[src/tick_counter_pkg.sv]
// package: constants and types for the low power tick counter
package tick_counter_pkg;
  localparam int count_w = 24;
  localparam int div_w = 12;
  localparam int num_match = 4;
  localparam logic [23:0] count_reset = 24'h000000;
  localparam logic [23:0] count_all_ones = 24'hffffff;
  localparam logic [23:0] near_wrap_value = 24'hfffff0;
  localparam logic [11:0] div_reset = 12'h000;
  localparam logic [11:0] div_zero = 12'h000;
  // slow clock frequency in kHz; rate = slow_khz / (div + 1)
  localparam real slow_khz = 32.768;
  // fast clock period and counter read bound
  localparam real clk_period_ns = 5.0;
  localparam int read_max_cycles = 6;
  localparam logic [2:0] read_wait_cycles = 3'h3;
  typedef enum logic [1:0] {rd_idle, rd_sync, rd_hold, rd_done} read_state_t;
endpackage : tick_counter_pkg

[src/edge_sync.sv]
// two-flop synchroniser with edge detect for the slow clock
`timescale 1ns/1ps
module edge_sync
  import tick_counter_pkg::*;
(
  // clock and reset
  input wire logic clk,
  input wire logic rst_n,
  // asynchronous level
  input wire logic level_in,
  // synchronised outputs
  output logic level_out,
  output logic rise,
  output logic fall
);
  typedef struct packed {
    logic meta;
    logic sync;
    logic last;
  } sync_state_t;
  sync_state_t s;
  sync_state_t next_s;
  always_comb begin
    next_s = s;
    next_s.meta = level_in;
    next_s.sync = s.meta;
    next_s.last = s.sync;
  end
  always_ff @(posedge clk) begin
    if (!rst_n) begin
      s <= '0;
    end else begin
      s <= next_s;
    end
  end
  assign level_out = s.sync;
  assign rise = s.sync & ~s.last;
  assign fall = ~s.sync & s.last;
endmodule : edge_sync

[src/low_power_tick_counter.sv]
// low power tick counter core, slow clock sampled on the fast clock
`timescale 1ns/1ps
// Function
// - 24-bit counter via 12-bit divider, match registers, periodic tick event
// - counter rate is slow clock divided by divider plus one
// - start, clear, force tasks latch divider into down counter
// - increment when down counter is zero, then reload from setting
// - tick event on every increment when enabled
// - starting requests slow clock from RC source if not running
// - counter read stalls bus, completes within six fast cycles
// - wrap event when counter goes from all ones to zero
// - force task loads counter with 0xfffff0
// - wrap and tick events disabled after reset
// - each event individually enabled; disabled events request no clocks
// - match event when counter increments onto match value
// - clear does not raise match for match value zero
// - start at counter equal to match value raises no match
// - writing N+2 or more guarantees match; N or N+1 may miss
// - old match value above N+2 never matches after rewrite
// - clear, force take effect after falling then rising slow edge; stop clears run at once
// - stop suppresses events at once; counter may step once more
// - first increment divider plus one slow periods after start takes effect on a slow rise
// - visible count latched on each read
module low_power_tick_counter
  import tick_counter_pkg::*;
(
  // clock and reset
  input wire logic clk,
  input wire logic rst_n,
  // slow clock pin and request
  input wire logic slow_clock,
  input wire logic slow_clock_running,
  output logic slow_clock_request,
  output logic fast_clock_request,
  // tasks, one-cycle pulses
  input wire logic task_start,
  input wire logic task_stop,
  input wire logic task_clear,
  input wire logic force_near_wrap_task,
  // configuration
  input wire logic [11:0] divider_setting,
  input wire logic [23:0] match_value_0,
  input wire logic [23:0] match_value_1,
  input wire logic [23:0] match_value_2,
  input wire logic [23:0] match_value_3,
  input wire logic [5:0] event_route_enable,
  input wire logic [5:0] irq_enable,
  // sticky event flags, write one to clear, any bits at once
  input wire logic [5:0] event_clear,
  output logic [5:0] event_flags,
  output logic [5:0] event_pulse,
  output logic irq,
  // counter read port
  input wire logic read_req,
  output logic read_stall,
  output logic read_valid,
  output logic [23:0] read_data,
  // status
  output logic running
);
  // event bit order: 0 tick, 1 wrap, 2..5 match 0..3
  typedef struct packed {
    logic run;
    logic start_pend;
    logic stop_pend;
    logic clear_pend;
    logic force_pend;
    logic seen_fall;
    logic [11:0] internal_divider_count;
    logic [23:0] count;
    logic [5:0] flags;
    logic [5:0] pulse;
    read_state_t rd;
    logic [2:0] rd_cnt;
    logic [23:0] rd_data;
  } state_t;

  state_t s;
  state_t next_s;
  logic slow_level;
  logic slow_rise;
  logic slow_fall;
  logic [23:0] match_arr [num_match];
  logic [5:0] raw_ev;
  logic [23:0] next_count;
  logic step;

  function automatic logic [23:0] inc24(input logic [23:0] v);
    inc24 = v + 24'h000001;
  endfunction : inc24

  edge_sync u_slow_sync (
    .clk(clk),
    .rst_n(rst_n),
    .level_in(slow_clock),
    .level_out(slow_level),
    .rise(slow_rise),
    .fall(slow_fall)
  );

  assign match_arr[0] = match_value_0;
  assign match_arr[1] = match_value_1;
  assign match_arr[2] = match_value_2;
  assign match_arr[3] = match_value_3;

  // ----------------------------------------
  // counter and task sequencing
  // ----------------------------------------
  always_comb begin
    next_s = s;
    raw_ev = '0;
    step = 1'b0;
    next_count = s.count;
    next_s.pulse = '0;
    if (task_start) begin
      next_s.start_pend = 1'b1;
    end
    if (task_stop) begin
      next_s.stop_pend = 1'b1;
      next_s.start_pend = 1'b0;
      next_s.run = 1'b0;
    end
    if (task_clear) begin
      next_s.clear_pend = 1'b1;
    end
    if (force_near_wrap_task) begin
      next_s.force_pend = 1'b1;
    end
    if (task_stop | task_clear | force_near_wrap_task) begin
      next_s.seen_fall = 1'b0;
    end else if (slow_fall) begin
      next_s.seen_fall = 1'b1;
    end
    if (slow_rise) begin
      if (s.start_pend && !task_stop) begin
        next_s.run = 1'b1;
        next_s.start_pend = 1'b0;
        next_s.internal_divider_count = divider_setting;
      end else if (s.run && !s.stop_pend) begin
        if (s.internal_divider_count == div_zero) begin
          step = 1'b1;
          next_count = inc24(s.count);
          next_s.internal_divider_count = divider_setting;
        end else begin
          next_s.internal_divider_count = s.internal_divider_count - 12'h001;
        end
      end
      if (s.seen_fall) begin
        if (s.clear_pend) begin
          next_count = count_reset;
          next_s.internal_divider_count = divider_setting;
          step = 1'b0;
          next_s.clear_pend = 1'b0;
        end
        if (s.force_pend) begin
          next_count = near_wrap_value;
          next_s.internal_divider_count = divider_setting;
          step = 1'b0;
          next_s.force_pend = 1'b0;
        end
        if (s.stop_pend) begin
          next_s.stop_pend = 1'b0;
        end
        next_s.seen_fall = 1'b0;
      end
    end
    next_s.count = next_count;
    // events only on increment, never on clear, force or start
    if (step && s.run && !task_stop) begin
      raw_ev[0] = 1'b1;
      raw_ev[1] = (s.count == count_all_ones);
      for (int i = 0; i < num_match; i++) begin
        raw_ev[2 + i] = (next_count == match_arr[i]);
      end
    end
    next_s.pulse = raw_ev & event_route_enable;
    // set wins over clear
    next_s.flags = (s.flags & ~event_clear) | raw_ev;
    // counter read: wait for slow edge settling, then latch
    case (s.rd)
      rd_idle: begin
        if (read_req) begin
          next_s.rd = rd_sync;
          next_s.rd_cnt = '0;
        end
      end
      rd_sync: begin
        next_s.rd_cnt = s.rd_cnt + 3'h1;
        if (s.rd_cnt == read_wait_cycles) begin
          next_s.rd = rd_hold;
        end
      end
      rd_hold: begin
        next_s.rd_data = s.count;
        next_s.rd = rd_done;
      end
      rd_done: begin
        next_s.rd = rd_idle;
      end
      default: begin
        next_s.rd = rd_idle;
      end
    endcase
  end

  always_ff @(posedge clk) begin
    if (!rst_n) begin
      s <= '0;
    end else begin
      s <= next_s;
    end
  end

  // ----------------------------------------
  // outputs
  // ----------------------------------------
  assign event_flags = s.flags;
  assign event_pulse = s.pulse;
  assign irq = |(s.flags & irq_enable);
  assign read_stall = (s.rd != rd_idle) && (s.rd != rd_done);
  assign read_valid = (s.rd == rd_done);
  assign read_data = s.rd_data;
  assign running = s.run;
  assign slow_clock_request = s.run | (s.start_pend & ~slow_clock_running);
  assign fast_clock_request = |(raw_ev & event_route_enable);

  // ----------------------------------------
  // assertions
  // ----------------------------------------
  logic cut_now;
  logic plain_step;
  assign cut_now = slow_rise && s.seen_fall && (s.clear_pend || s.force_pend);
  assign plain_step = slow_rise && s.run && !s.start_pend && !s.stop_pend && (s.internal_divider_count == div_zero);

  AST_READ_BOUND: assert property (@(posedge clk) disable iff (!rst_n)
    (s.rd == rd_idle && read_req) |-> ##[1:6] read_valid)
    else $error("counter read exceeds six cycles");
  AST_FORCE_VALUE: assert property (@(posedge clk) disable iff (!rst_n)
    (slow_rise && s.seen_fall && s.force_pend) |=> (s.count == near_wrap_value))
    else $error("force task did not load near wrap value");
  AST_WRAP_EVENT: assert property (@(posedge clk) disable iff (!rst_n)
    (raw_ev[1]) |=> (s.count == count_reset))
    else $error("wrap event without wrap to zero");
  AST_STOP_SILENCE: assert property (@(posedge clk) disable iff (!rst_n)
    (task_stop) |=> (s.pulse == '0) [*2])
    else $error("event after stop");
  AST_TICK_STEP: assert property (@(posedge clk) disable iff (!rst_n)
    (s.pulse[0]) |-> (s.count == $past(s.count) + 24'h000001))
    else $error("tick without increment");
  AST_DISABLED_SILENT: assert property (@(posedge clk) disable iff (!rst_n)
    (!$past(event_route_enable[1])) |-> !s.pulse[1])
    else $error("disabled wrap event routed");
  AST_CLEAR_NO_MATCH: assert property (@(posedge clk) disable iff (!rst_n)
    (slow_rise && s.seen_fall && s.clear_pend) |=> (s.pulse[5:2] == '0))
    else $error("clear raised match event");
  AST_RESET_DISABLED: assert property (@(posedge clk)
    (!rst_n) |=> (s.pulse == '0 && !s.run))
    else $error("events active after reset");
  AST_SYNC_LEVEL: assert property (@(posedge clk) disable iff (!rst_n)
    slow_rise |=> slow_level)
    else $error("synchronised slow level dropped after rise");
  AST_START_RUN: assert property (@(posedge clk) disable iff (!rst_n)
    (slow_rise && s.start_pend && !task_stop) |=> s.run)
    else $error("start did not begin counting");
  AST_START_LATCH: assert property (@(posedge clk) disable iff (!rst_n)
    (slow_rise && s.start_pend && !task_stop) |=> (s.internal_divider_count == $past(divider_setting)))
    else $error("start did not latch divider");
  AST_STEP_RELOAD: assert property (@(posedge clk) disable iff (!rst_n)
    plain_step |=> (s.internal_divider_count == $past(divider_setting)))
    else $error("divider not reloaded on increment");
  AST_STEP_COUNT: assert property (@(posedge clk) disable iff (!rst_n)
    (plain_step && !cut_now) |=> (s.count == $past(s.count) + 24'h000001))
    else $error("counter did not increment at zero divider");
  AST_DIV_DOWN: assert property (@(posedge clk) disable iff (!rst_n)
    (slow_rise && s.run && !s.start_pend && !s.stop_pend && (s.internal_divider_count != div_zero) && !cut_now)
    |=> (s.internal_divider_count == $past(s.internal_divider_count) - 12'h001))
    else $error("divider did not count down");
  AST_COUNT_ON_RISE: assert property (@(posedge clk) disable iff (!rst_n)
    (!slow_rise) |=> $stable(s.count))
    else $error("counter moved without slow edge");
  AST_TICK_FLAG: assert property (@(posedge clk) disable iff (!rst_n)
    raw_ev[0] |=> s.flags[0])
    else $error("tick flag not set");
  AST_WRAP_FLAG: assert property (@(posedge clk) disable iff (!rst_n)
    raw_ev[1] |=> s.flags[1])
    else $error("wrap flag not set");
  AST_MATCH_VALUE: assert property (@(posedge clk) disable iff (!rst_n)
    raw_ev[2] |=> (s.count == $past(match_value_0)))
    else $error("match event at wrong count");
  AST_MATCH_ON_STEP: assert property (@(posedge clk) disable iff (!rst_n)
    (raw_ev[5:2] != 4'h0) |-> raw_ev[0])
    else $error("match event without increment");
  AST_FORCE_SILENT: assert property (@(posedge clk) disable iff (!rst_n)
    (slow_rise && s.seen_fall && s.force_pend) |=> (s.pulse == 6'h00))
    else $error("force task raised an event");
  AST_CLEAR_ZERO: assert property (@(posedge clk) disable iff (!rst_n)
    (slow_rise && s.seen_fall && s.clear_pend && !s.force_pend) |=> (s.count == count_reset))
    else $error("clear did not zero counter");
  AST_CLEAR_WAITS: assert property (@(posedge clk) disable iff (!rst_n)
    (s.clear_pend && !(slow_rise && s.seen_fall)) |=> s.clear_pend)
    else $error("clear applied before slow edges");
  AST_STOP_HALTS: assert property (@(posedge clk) disable iff (!rst_n)
    task_stop |=> !s.run)
    else $error("still running after stop");
  AST_STOPPED_NO_EVENT: assert property (@(posedge clk) disable iff (!rst_n)
    (!s.run) |-> (raw_ev == 6'h00))
    else $error("event while stopped");
  AST_TICK_ONE_CYCLE: assert property (@(posedge clk) disable iff (!rst_n)
    s.pulse[0] |=> !s.pulse[0])
    else $error("tick pulse longer than one cycle");
  AST_FLAG_STICKY: assert property (@(posedge clk) disable iff (!rst_n)
    (s.flags[1] && !event_clear[1]) |=> s.flags[1])
    else $error("wrap flag lost without clear");
  AST_FLAG_CLEARED: assert property (@(posedge clk) disable iff (!rst_n)
    (event_clear[0] && !raw_ev[0]) |=> !s.flags[0])
    else $error("tick flag not cleared");
  AST_REQ_RUN: assert property (@(posedge clk) disable iff (!rst_n)
    s.run |-> slow_clock_request)
    else $error("slow clock not requested while running");
  AST_REQ_START: assert property (@(posedge clk) disable iff (!rst_n)
    (s.start_pend && !slow_clock_running) |-> slow_clock_request)
    else $error("slow clock not requested on start");
  AST_FAST_REQ: assert property (@(posedge clk) disable iff (!rst_n)
    fast_clock_request |=> (s.pulse != 6'h00))
    else $error("fast clock requested without event");
  AST_READ_STALL: assert property (@(posedge clk) disable iff (!rst_n)
    (s.rd == rd_idle && read_req) |=> read_stall [*5] ##1 read_valid)
    else $error("read stall sequence wrong");
  AST_READ_DATA: assert property (@(posedge clk) disable iff (!rst_n)
    read_valid |-> (read_data == $past(s.count)))
    else $error("read data not latched from count");
  AST_VALID_ONE: assert property (@(posedge clk) disable iff (!rst_n)
    read_valid |=> !read_valid)
    else $error("read valid longer than one cycle");
  AST_RUN_FROM_START: assert property (@(posedge clk) disable iff (!rst_n)
    $rose(s.run) |-> ($past(s.start_pend) && $past(slow_rise)))
    else $error("running without start on slow edge");
  AST_STOP_PEND_NO_STEP: assert property (@(posedge clk) disable iff (!rst_n)
    s.stop_pend |-> !step)
    else $error("increment while stop pending");
endmodule : low_power_tick_counter

[config.mk]
export PLATFORM = sky130hd
export DESIGN_NAME = low_power_tick_counter
export DESIGN_NICKNAME = d
export VERILOG_FILES = /design/src/tick_counter_pkg.sv /design/src/edge_sync.sv /design/src/low_power_tick_counter.sv
export SDC_FILE = /design/constraint.sdc
export NUM_CORES = 1
export LEC_CHECK = 0
export ABC_AREA = 1
export BUFFER_PORTS_ARGS = -buffer_cell sky130_fd_sc_hd__buf_2
export CAP_MARGIN = 20
export CORE_MARGIN = 10
export CORE_UTILIZATION = 48
export CTS_BUF_LIST = sky130_fd_sc_hd__clkbuf_8
export CTS_CLUSTER_SIZE = 25
export DETAILED_ROUTE_END_ITERATION = 10
export GPL_TIMING_DRIVEN = 0
export PLACE_DENSITY_LB_ADDON = 0.2
export SYNTH_ARGS = -nofsm -noshare
export SYNTH_HDL_FRONTEND = slang
export SYNTH_SLANG_ARGS = --single-unit
[constraint.sdc]
create_clock -name clk -period 2.9 [get_ports clk]
set_input_delay 0.29 -clock clk [delete_from_list [all_inputs] [get_ports clk]]
set_output_delay 0.29 -clock clk [all_outputs]
set_load 0.03 [all_outputs]
==> impl_metrics.json, run 1 <==
{
  "synthSimpleGateAreaFrac_pct": 44.87,
  "clk_pin_slew_ns": 0.09,
  "num_antenna_cells": 0,
  "core_area_um2": 13240,
  "min_period_ns": 3.232,
  "powerDensity_nw_per_um2": 443.0,
  "synth-adder-area-share_pct": 1.547,
  "num_io_pins": 177,
  "rsz0062_at_grt": "true",
  "whs_ns": 0.08572,
  "synth_common_cells": "nand2_1 (306), nor2_1 (135), inv_1 (111)",
  "path_class": "flop to output port",
  "vdd_drop_max_v": 0.0002156,
  "grt_pass1_vias": 7118,
  "tritoncts": "built",
  "synth_most_common_cell": "nand2_1",
  "ys_seq_elements": 86,
  "grt.met1_usage_pct": 31.80,
  "hold_depth": 3,
  "syn_to_final_growth_pct": 32.88,
  "min_path_type": "input pin to flop",
  "fin_ws_ns": -0.3325,
  "gp_congestion": 0.9437,
  "ant_nets": 0,
  "async_flop_share_pct": 0,
  "synth_edf_count": 0,
  "start_util_pct": 48.86,
  "rows": 42,
  "grt_first_pass_wirelength_um": 35780,
  "fp.dieH_um": 136.1,
  "overflow": 0,
  "portBuffers": 175,
  "synth-compound-area-share_pct": 12.34,
  "drive_gt1_share_pct": 32.01,
  "die_width_um": 136.1,
  "met3_usage_pct": 5.387,
  "use_met2_pct": 38.15,
  "ys.flop_type": "dfxtp_1",
  "ctsHoldBuffers": 0,
  "via_per_inst": 5.187,
  "crit_fanout": 7,
  "drt-pass1-iter-count": 6,
  "dpl.hpwl_um": 17730,
  "maxCapViolations": 0,
  "syn_area_um2": 6470,
  "reg2reg_slack_ns": -0.28,
  "yosysWarnings": 0,
  "critPathCaptureType": "output port",
  "synth_area_per_cell_um2": 6.081,
  "final_hold_viol_count": 0,
  "tightest_slew_ns": 0.8588,
  "timing.slew.headroom_pct": 42.75,
  "startpoint_type": "flop",
  "leakage_uw": 0.004267,
  "regArea_um2": 1744,
  "clock_latency_ns": 0.38,
  "crit_arrival_ns": 2.94,
  "syn_inst": 1064,
  "synth_top_area_cell": "dfxtp_1",
  "vias": 7702,
  "routed_wl_um": 23330,
  "antenna_found_initial": 0,
  "synth_top_area_share_pct": 26.61,
  "fillers": 1260,
  "clock_skew_ns": 0.008871,
  "fin_nets": 1447,
  "synth-xor-area-share_pct": 2.031,
  "grt_usage_pct": 24.12,
  "status": "finished, violations left",
  "grt_busiest_layer": "met2",
  "cp-endpoint": "fast_clock_request",
  "synth_top_family_by_area": "simple AND/OR/NAND/NOR gates",
  "worst_r2r_endpoint": "event_pulse[2]",
  "min_period_over_period_pct": 111.5,
  "synthMuxAreaShare_pct": 0,
  "r2r_start": "s[68]",
  "cts_max_level": 3,
  "multi_input_area_um2": 4262,
  "grt_max_degree": 15,
  "drc": 0,
  "synth_seq_area_share_pct": 26.61,
  "pre_cts_ws_ns": -0.2817,
  "failed_checks": "setup timing",
  "clock_path_buffers": 2,
  "fmaxAchievable_mhz": 309.4,
  "setup_viol": 3,
  "cts_root_buffer": "clkbuf_8",
  "crit_start": "s[68]",
  "total_power_uw": 3809,
  "cp.required_ns": 2.61,
  "ys_types": 43,
  "cts_buffers": 9,
  "synth_area_leaders": "dfxtp_1 (27%), nand2_1 (18%), nor2_1 (7.8%), inv_1 (6.4%), nand3_1 (6.0%)",
  "rr_worst_depth": 24,
  "wire_per_inst_um": 15.71,
  "drt_iter0_drc": 815,
  "die_area_um2": 18520,
  "synth_nets": 1207,
  "cts.sinks": 86,
  "slew_violations": 0
}
==> metal layers <==
layer,vias to the layer above,routed length (µm)
li1,3874,-
met1,3417,9884
met2,383,10590
met3,28,2428
met4,0,424
met5,-,0
==> state kept, by name (all words and copies together), names as in the netlist <==
signal,count
event_flags,6
event_pulse,6
read_data,24
running,1
s,46
u_slow_sync.level_out,1
u_slow_sync.next_s,1
u_slow_sync.s,1
==> how the worst min path moves through the flow <==
| stage | from | to |
|---|---|---|
| finish | slow_clock | u_slow_sync.next_s[1] |
| floorplan | slow_clock | u_slow_sync.next_s[1] |
| global route | slow_clock | u_slow_sync.next_s[1] |
| CTS | slow_clock | u_slow_sync.next_s[1] |
| detailed placement | u_slow_sync.next_s[1] | u_slow_sync.level_out |
| global placement | u_slow_sync.next_s[1] | u_slow_sync.level_out |
==> what timing repair did <==
item	4_1_cts	5_1_grt
buffers inserted	44	12
pin swaps	25	21
gates resized for setup	85	26
setup endpoints to repair	1	5
==> layout make-up <==
class / instances / share of cell area (%)
repair buffers: 229 / 15.21
well taps: 176 / 2.561
inverters: 117 / 5.123
plain buffers: 60 / 4.483
flip-flops and latches: 86 / 20.29
multi-input cells: 801 / 49.57
clock buffers: 9 / 1.441
clock inverters: 7 / 1.324
==> cells by family (layout without fill, tap and decap cells) <==
| kind of cell | Yosys count | in the layout |
|---|---|---|
| AOI/OAI and AO/OA | 144 | 144 |
| adders and majority gates | 8 | 8 |
| xor gates and xnor gates | 15 | 15 |
| buffers and inverters | 177 | 422 |
| and+or+nand+nor | 634 | 634 |
| DFF | 86 | 86 |
==> worst max-delay path: stages (launching register included) <==
cell     delay [ns]
dfxtp_2        0.36
nor2_2         0.16
nand2_4        0.09
nor2_8         0.19
nand3_4        0.17
nor2_4         0.14
nand2_1        0.06
nand2_1        0.06
nand3_1        0.07
nand2_2        0.14
nand2_2        0.12
nand2_1        0.08
nand2_1        0.05
nor2_1         0.12
nand3_1        0.11
nor2_2         0.19
nand3_1        0.11
nand2_1        0.09
nor2_1         0.04
nand2_1        0.08
buf_6          0.13
==> layout by cell type, fill, tap and decap left out, drive strengths merged, types with 8 or more instances in the layout <==
master,count
nand2,332
buf,273
nor2,151
inv,117
dfxtp,86
nand3,85
o21ai,74
a21oi,50
nand3b,30
clkbuf,25
nand4,18
xor2,13
nor3,10
ha,8
==> power breakdown <==
part	internal (µW)	switching [µW]
clock network	567	458
logic	516	839
registers	1320	105
==> stage by stage <==
stage / area, µm² / cells / utilization [%] / setup TNS (ns)
3_5_place_dp: 7566 / 1415 / 57.13 / -0.2817
4_1_cts: 8428 / 1475 / 63.64 / -0.6399
6_report: 8597 / 1485 / 64.92 / -0.7740
2_1_floorplan: 6470 / 1064 / - / 0
5_1_grt: 8597 / 1485 / 64.92 / -1.392
3_3_place_gp: 7566 / 1415 / 57.13 / -0.2718
Note: power is estimated with default switching activity, not from simulation.
==> inputs of run 2 (changes only) <==
--- a/config.mk
+++ b/config.mk
@@ -5,7 +5,7 @@
 export SDC_FILE = /design/constraint.sdc
 export NUM_CORES = 1
 export LEC_CHECK = 0
-export ABC_AREA = 1
+export ABC_AREA = 0
 export BUFFER_PORTS_ARGS = -buffer_cell sky130_fd_sc_hd__buf_2
 export CAP_MARGIN = 20
 export CORE_MARGIN = 10
==> impl_metrics.json, run 2 <==
{
  "grt_max_degree": 14,
  "fmaxAchievable_mhz": 238.8,
  "drc": 0,
  "rows": 43,
  "path_depth": 12,
  "clock_skew_ns": 0.01673,
  "vdd_drop_max_v": 0.0005208,
  "crit_family": "simple AND/OR/NAND/NOR gates",
  "num_io_pins": 177,
  "final_cell_mix": "buf_2 (178), buf_4 (98), nor2_1 (97), dfxtp_1 (75), nand2_1 (46)",
  "via_per_inst": 6.375,
  "path_class": "flop to output port",
  "cts_max_level": 3,
  "grt_pass1_vias": 8000,
  "overflow": 0,
  "crit_top_cell": "nand4b_1",
  "largest_reg_flops": 46,
  "hold_depth": 2,
  "final_hold_viol_count": 0,
  "vias": 8402,
  "synthSimpleGateAreaFrac_pct": 31.12,
  "grt_usage_pct": 32.33,
  "cts.sinks": 86,
  "synth_area_per_cell_um2": 7.648,
  "max_stage_delay_ns": 0.55,
  "clk_pin_slew_ns": 0.08,
  "cp_cell_sequence": "and2_1 -> clkbuf_1 -> clkbuf_2 -> nor3_1 -> a21oi_1 -> nand3_1 -> a211o_1 -> nor4_4 -> nand4_1 -> nand4b_1 -> nand4b_1 -> buf_6",
  "top_register": "s",
  "ys_types": 84,
  "tightest_slew_ns": 0.9546,
  "ys_seq_elements": 86,
  "crit_arrival_ns": 3.90,
  "clock_path_buffers": 2,
  "critPathBufInv": 3,
  "synth-compound-area-share_pct": 20.57,
  "async_flop_share_pct": 0,
  "crit_slowest_cell": "clkbuf_1",
  "grt_first_pass_wirelength_um": 49100,
  "synth_top_area_share_pct": 25.27,
  "synth_nets": 1034,
  "fp.dieH_um": 139.1,
  "leakage_uw": 0.003869,
  "fin_ws_ns": -1.288,
  "core_area_um2": 13880,
  "drt-pass1-iter-count": 6,
  "slew_violations": 0,
  "yosysWarnings": 0,
  "instances_no_fill": 1318,
  "maxCapViolations": 0,
  "startpoint_type": "flop",
  "drive_gt1_share_pct": 38.49,
  "die_area_um2": 19360,
  "start_util_pct": 49.09,
  "min_path_type": "input pin to flop",
  "antenna_found_initial": 0,
  "powerDensity_nw_per_um2": 317.6,
  "finalSetupTns_ns": -4.340,
  "cts_root_buffer": "clkbuf_8",
  "reg2reg_slack_ns": -0.49,
  "rsz0062_at_grt": "true",
  "critPathCaptureType": "output port",
  "synth_seq_area_share_pct": 25.27,
  "routed_wl_um": 33250,
  "synth_common_cells": "nor2_1 (104), dfxtp_1 (86), nand2_1 (52)",
  "wire_per_inst_um": 25.23,
  "timing.slew.headroom_pct": 36.36,
  "tritoncts": "built",
  "ys.flop_type": "dfxtp_1",
  "synth_edf_count": 0,
  "synth_area_leaders": "dfxtp_1 (25%), nor2_1 (5.7%), xnor2_1 (4.8%), mux2i_1 (4.1%), buf_4 (4.0%)",
  "rr_worst_depth": 14,
  "synth-adder-area-share_pct": 1.469,
  "synth_most_common_cell": "nor2_1",
  "mostFrequentLayoutCell": "buf_2",
  "die_width_um": 139.1,
  "cp.required_ns": 2.61,
  "gp_congestion": 1.074,
  "min_period_over_period_pct": 144.4,
  "synthMuxAreaShare_pct": 4.774,
  "setup_viol": 9,
  "dpl.hpwl_um": 24860,
  "fin_nets": 1277,
  "failed_checks": "setup timing",
  "placed_cells": 1248,
  "num_antenna_cells": 0,
  "cts_buffers": 9,
  "synth_top_area_cell": "dfxtp_1",
  "fillers": 1246,
  "syn_to_final_growth_pct": 38.10,
  "drt_iter0_drc": 1180,
  "syn_area_um2": 6814,
  "portBuffers": 176,
  "ant_nets": 0,
  "clock_latency_ns": 0.39,
  "syn_inst": 891,
  "synth-xor-area-share_pct": 8.483,
  "crit_fanout": 10,
  "status": "finished, violations left",
  "synth_top_family_by_area": "simple AND/OR/NAND/NOR gates",
  "min_period_ns": 4.188
}
==> run 2: report_power, final <==
group	switching, µW	internal (µW)
Clock	458	463
Sequential	42.0	1210
Combinational	486	332
Total	986	2000
==> run 2: kinds of logic (layout without fill, tap and decap cells) <==
group	after synthesis	in the layout
AND/OR/NAND/NOR	390	390
AO/OA/AOI/OAI	200	200
buffers and inverters	110	357
flip-flops	86	86
XOR/XNOR	66	66
multiplexers	31	31
adder cells (fa/ha/maj)	8	8
==> run 2: per-layer routing <==
| metal | share of wire, % | GRT usage [%] |
|---|---|---|
| met1 | 40 | 42.16 |
| met2 | 42 | 47.39 |
| met3 | 13 | 9.966 |
| met4 | 4.7 | 15.27 |
| met5 | 0 | 0 |
==> run 2: stage by stage <==
stage / utilization, % / instance area (µm²) / hold slack (ns) / setup slack [ns] / total power [µW]
6_report: 67.79 / 9410 / 0.08320 / -1.288 / 2988
4_1_cts: 65.34 / 9070 / 0.07848 / -1.133 / 2953
2_1_floorplan: - / 6897 / 0.3681 / -0.5532 / 1719
5_1_grt: 67.79 / 9410 / 0.08443 / -1.293 / 3094
3_3_place_gp: 57.65 / 8003 / 0.4139 / -2.002 / 1978
3_5_place_dp: 57.69 / 8008 / 0.4207 / -1.948 / 1989
==> run 2: timing repair <==
item	CTS	global route
setup buffers	50	17
cloned	0	0
pin swaps	47	25
hold buffers	0	0
resized for setup	122	38
setup endpoints to repair	32	11
==> run 2: cell type report <==
cell class | count | area, µm² | area share [%]
timing repair buffer | 244 | 1430 | 15.20
clock buffer | 12 | 165.2 | 1.755
buffer | 77 | 462.9 | 4.920
clock inverter | 3 | 42.54 | 0.4521
tap | 180 | 225.2 | 2.393
sequential | 86 | 1743 | 18.52
multi-input combinational | 695 | 5263 | 55.92
inverter | 21 | 78.83 | 0.8377
==> run 2: worst paths after layout <==
check / from / to
worst max-delay path: s[79] / fast_clock_request
worst min-delay path: task_clear / s[77]
worst max register to register: s[65] / event_flags[3]
worst min register to register: u_slow_sync.next_s[1] / u_slow_sync.level_out
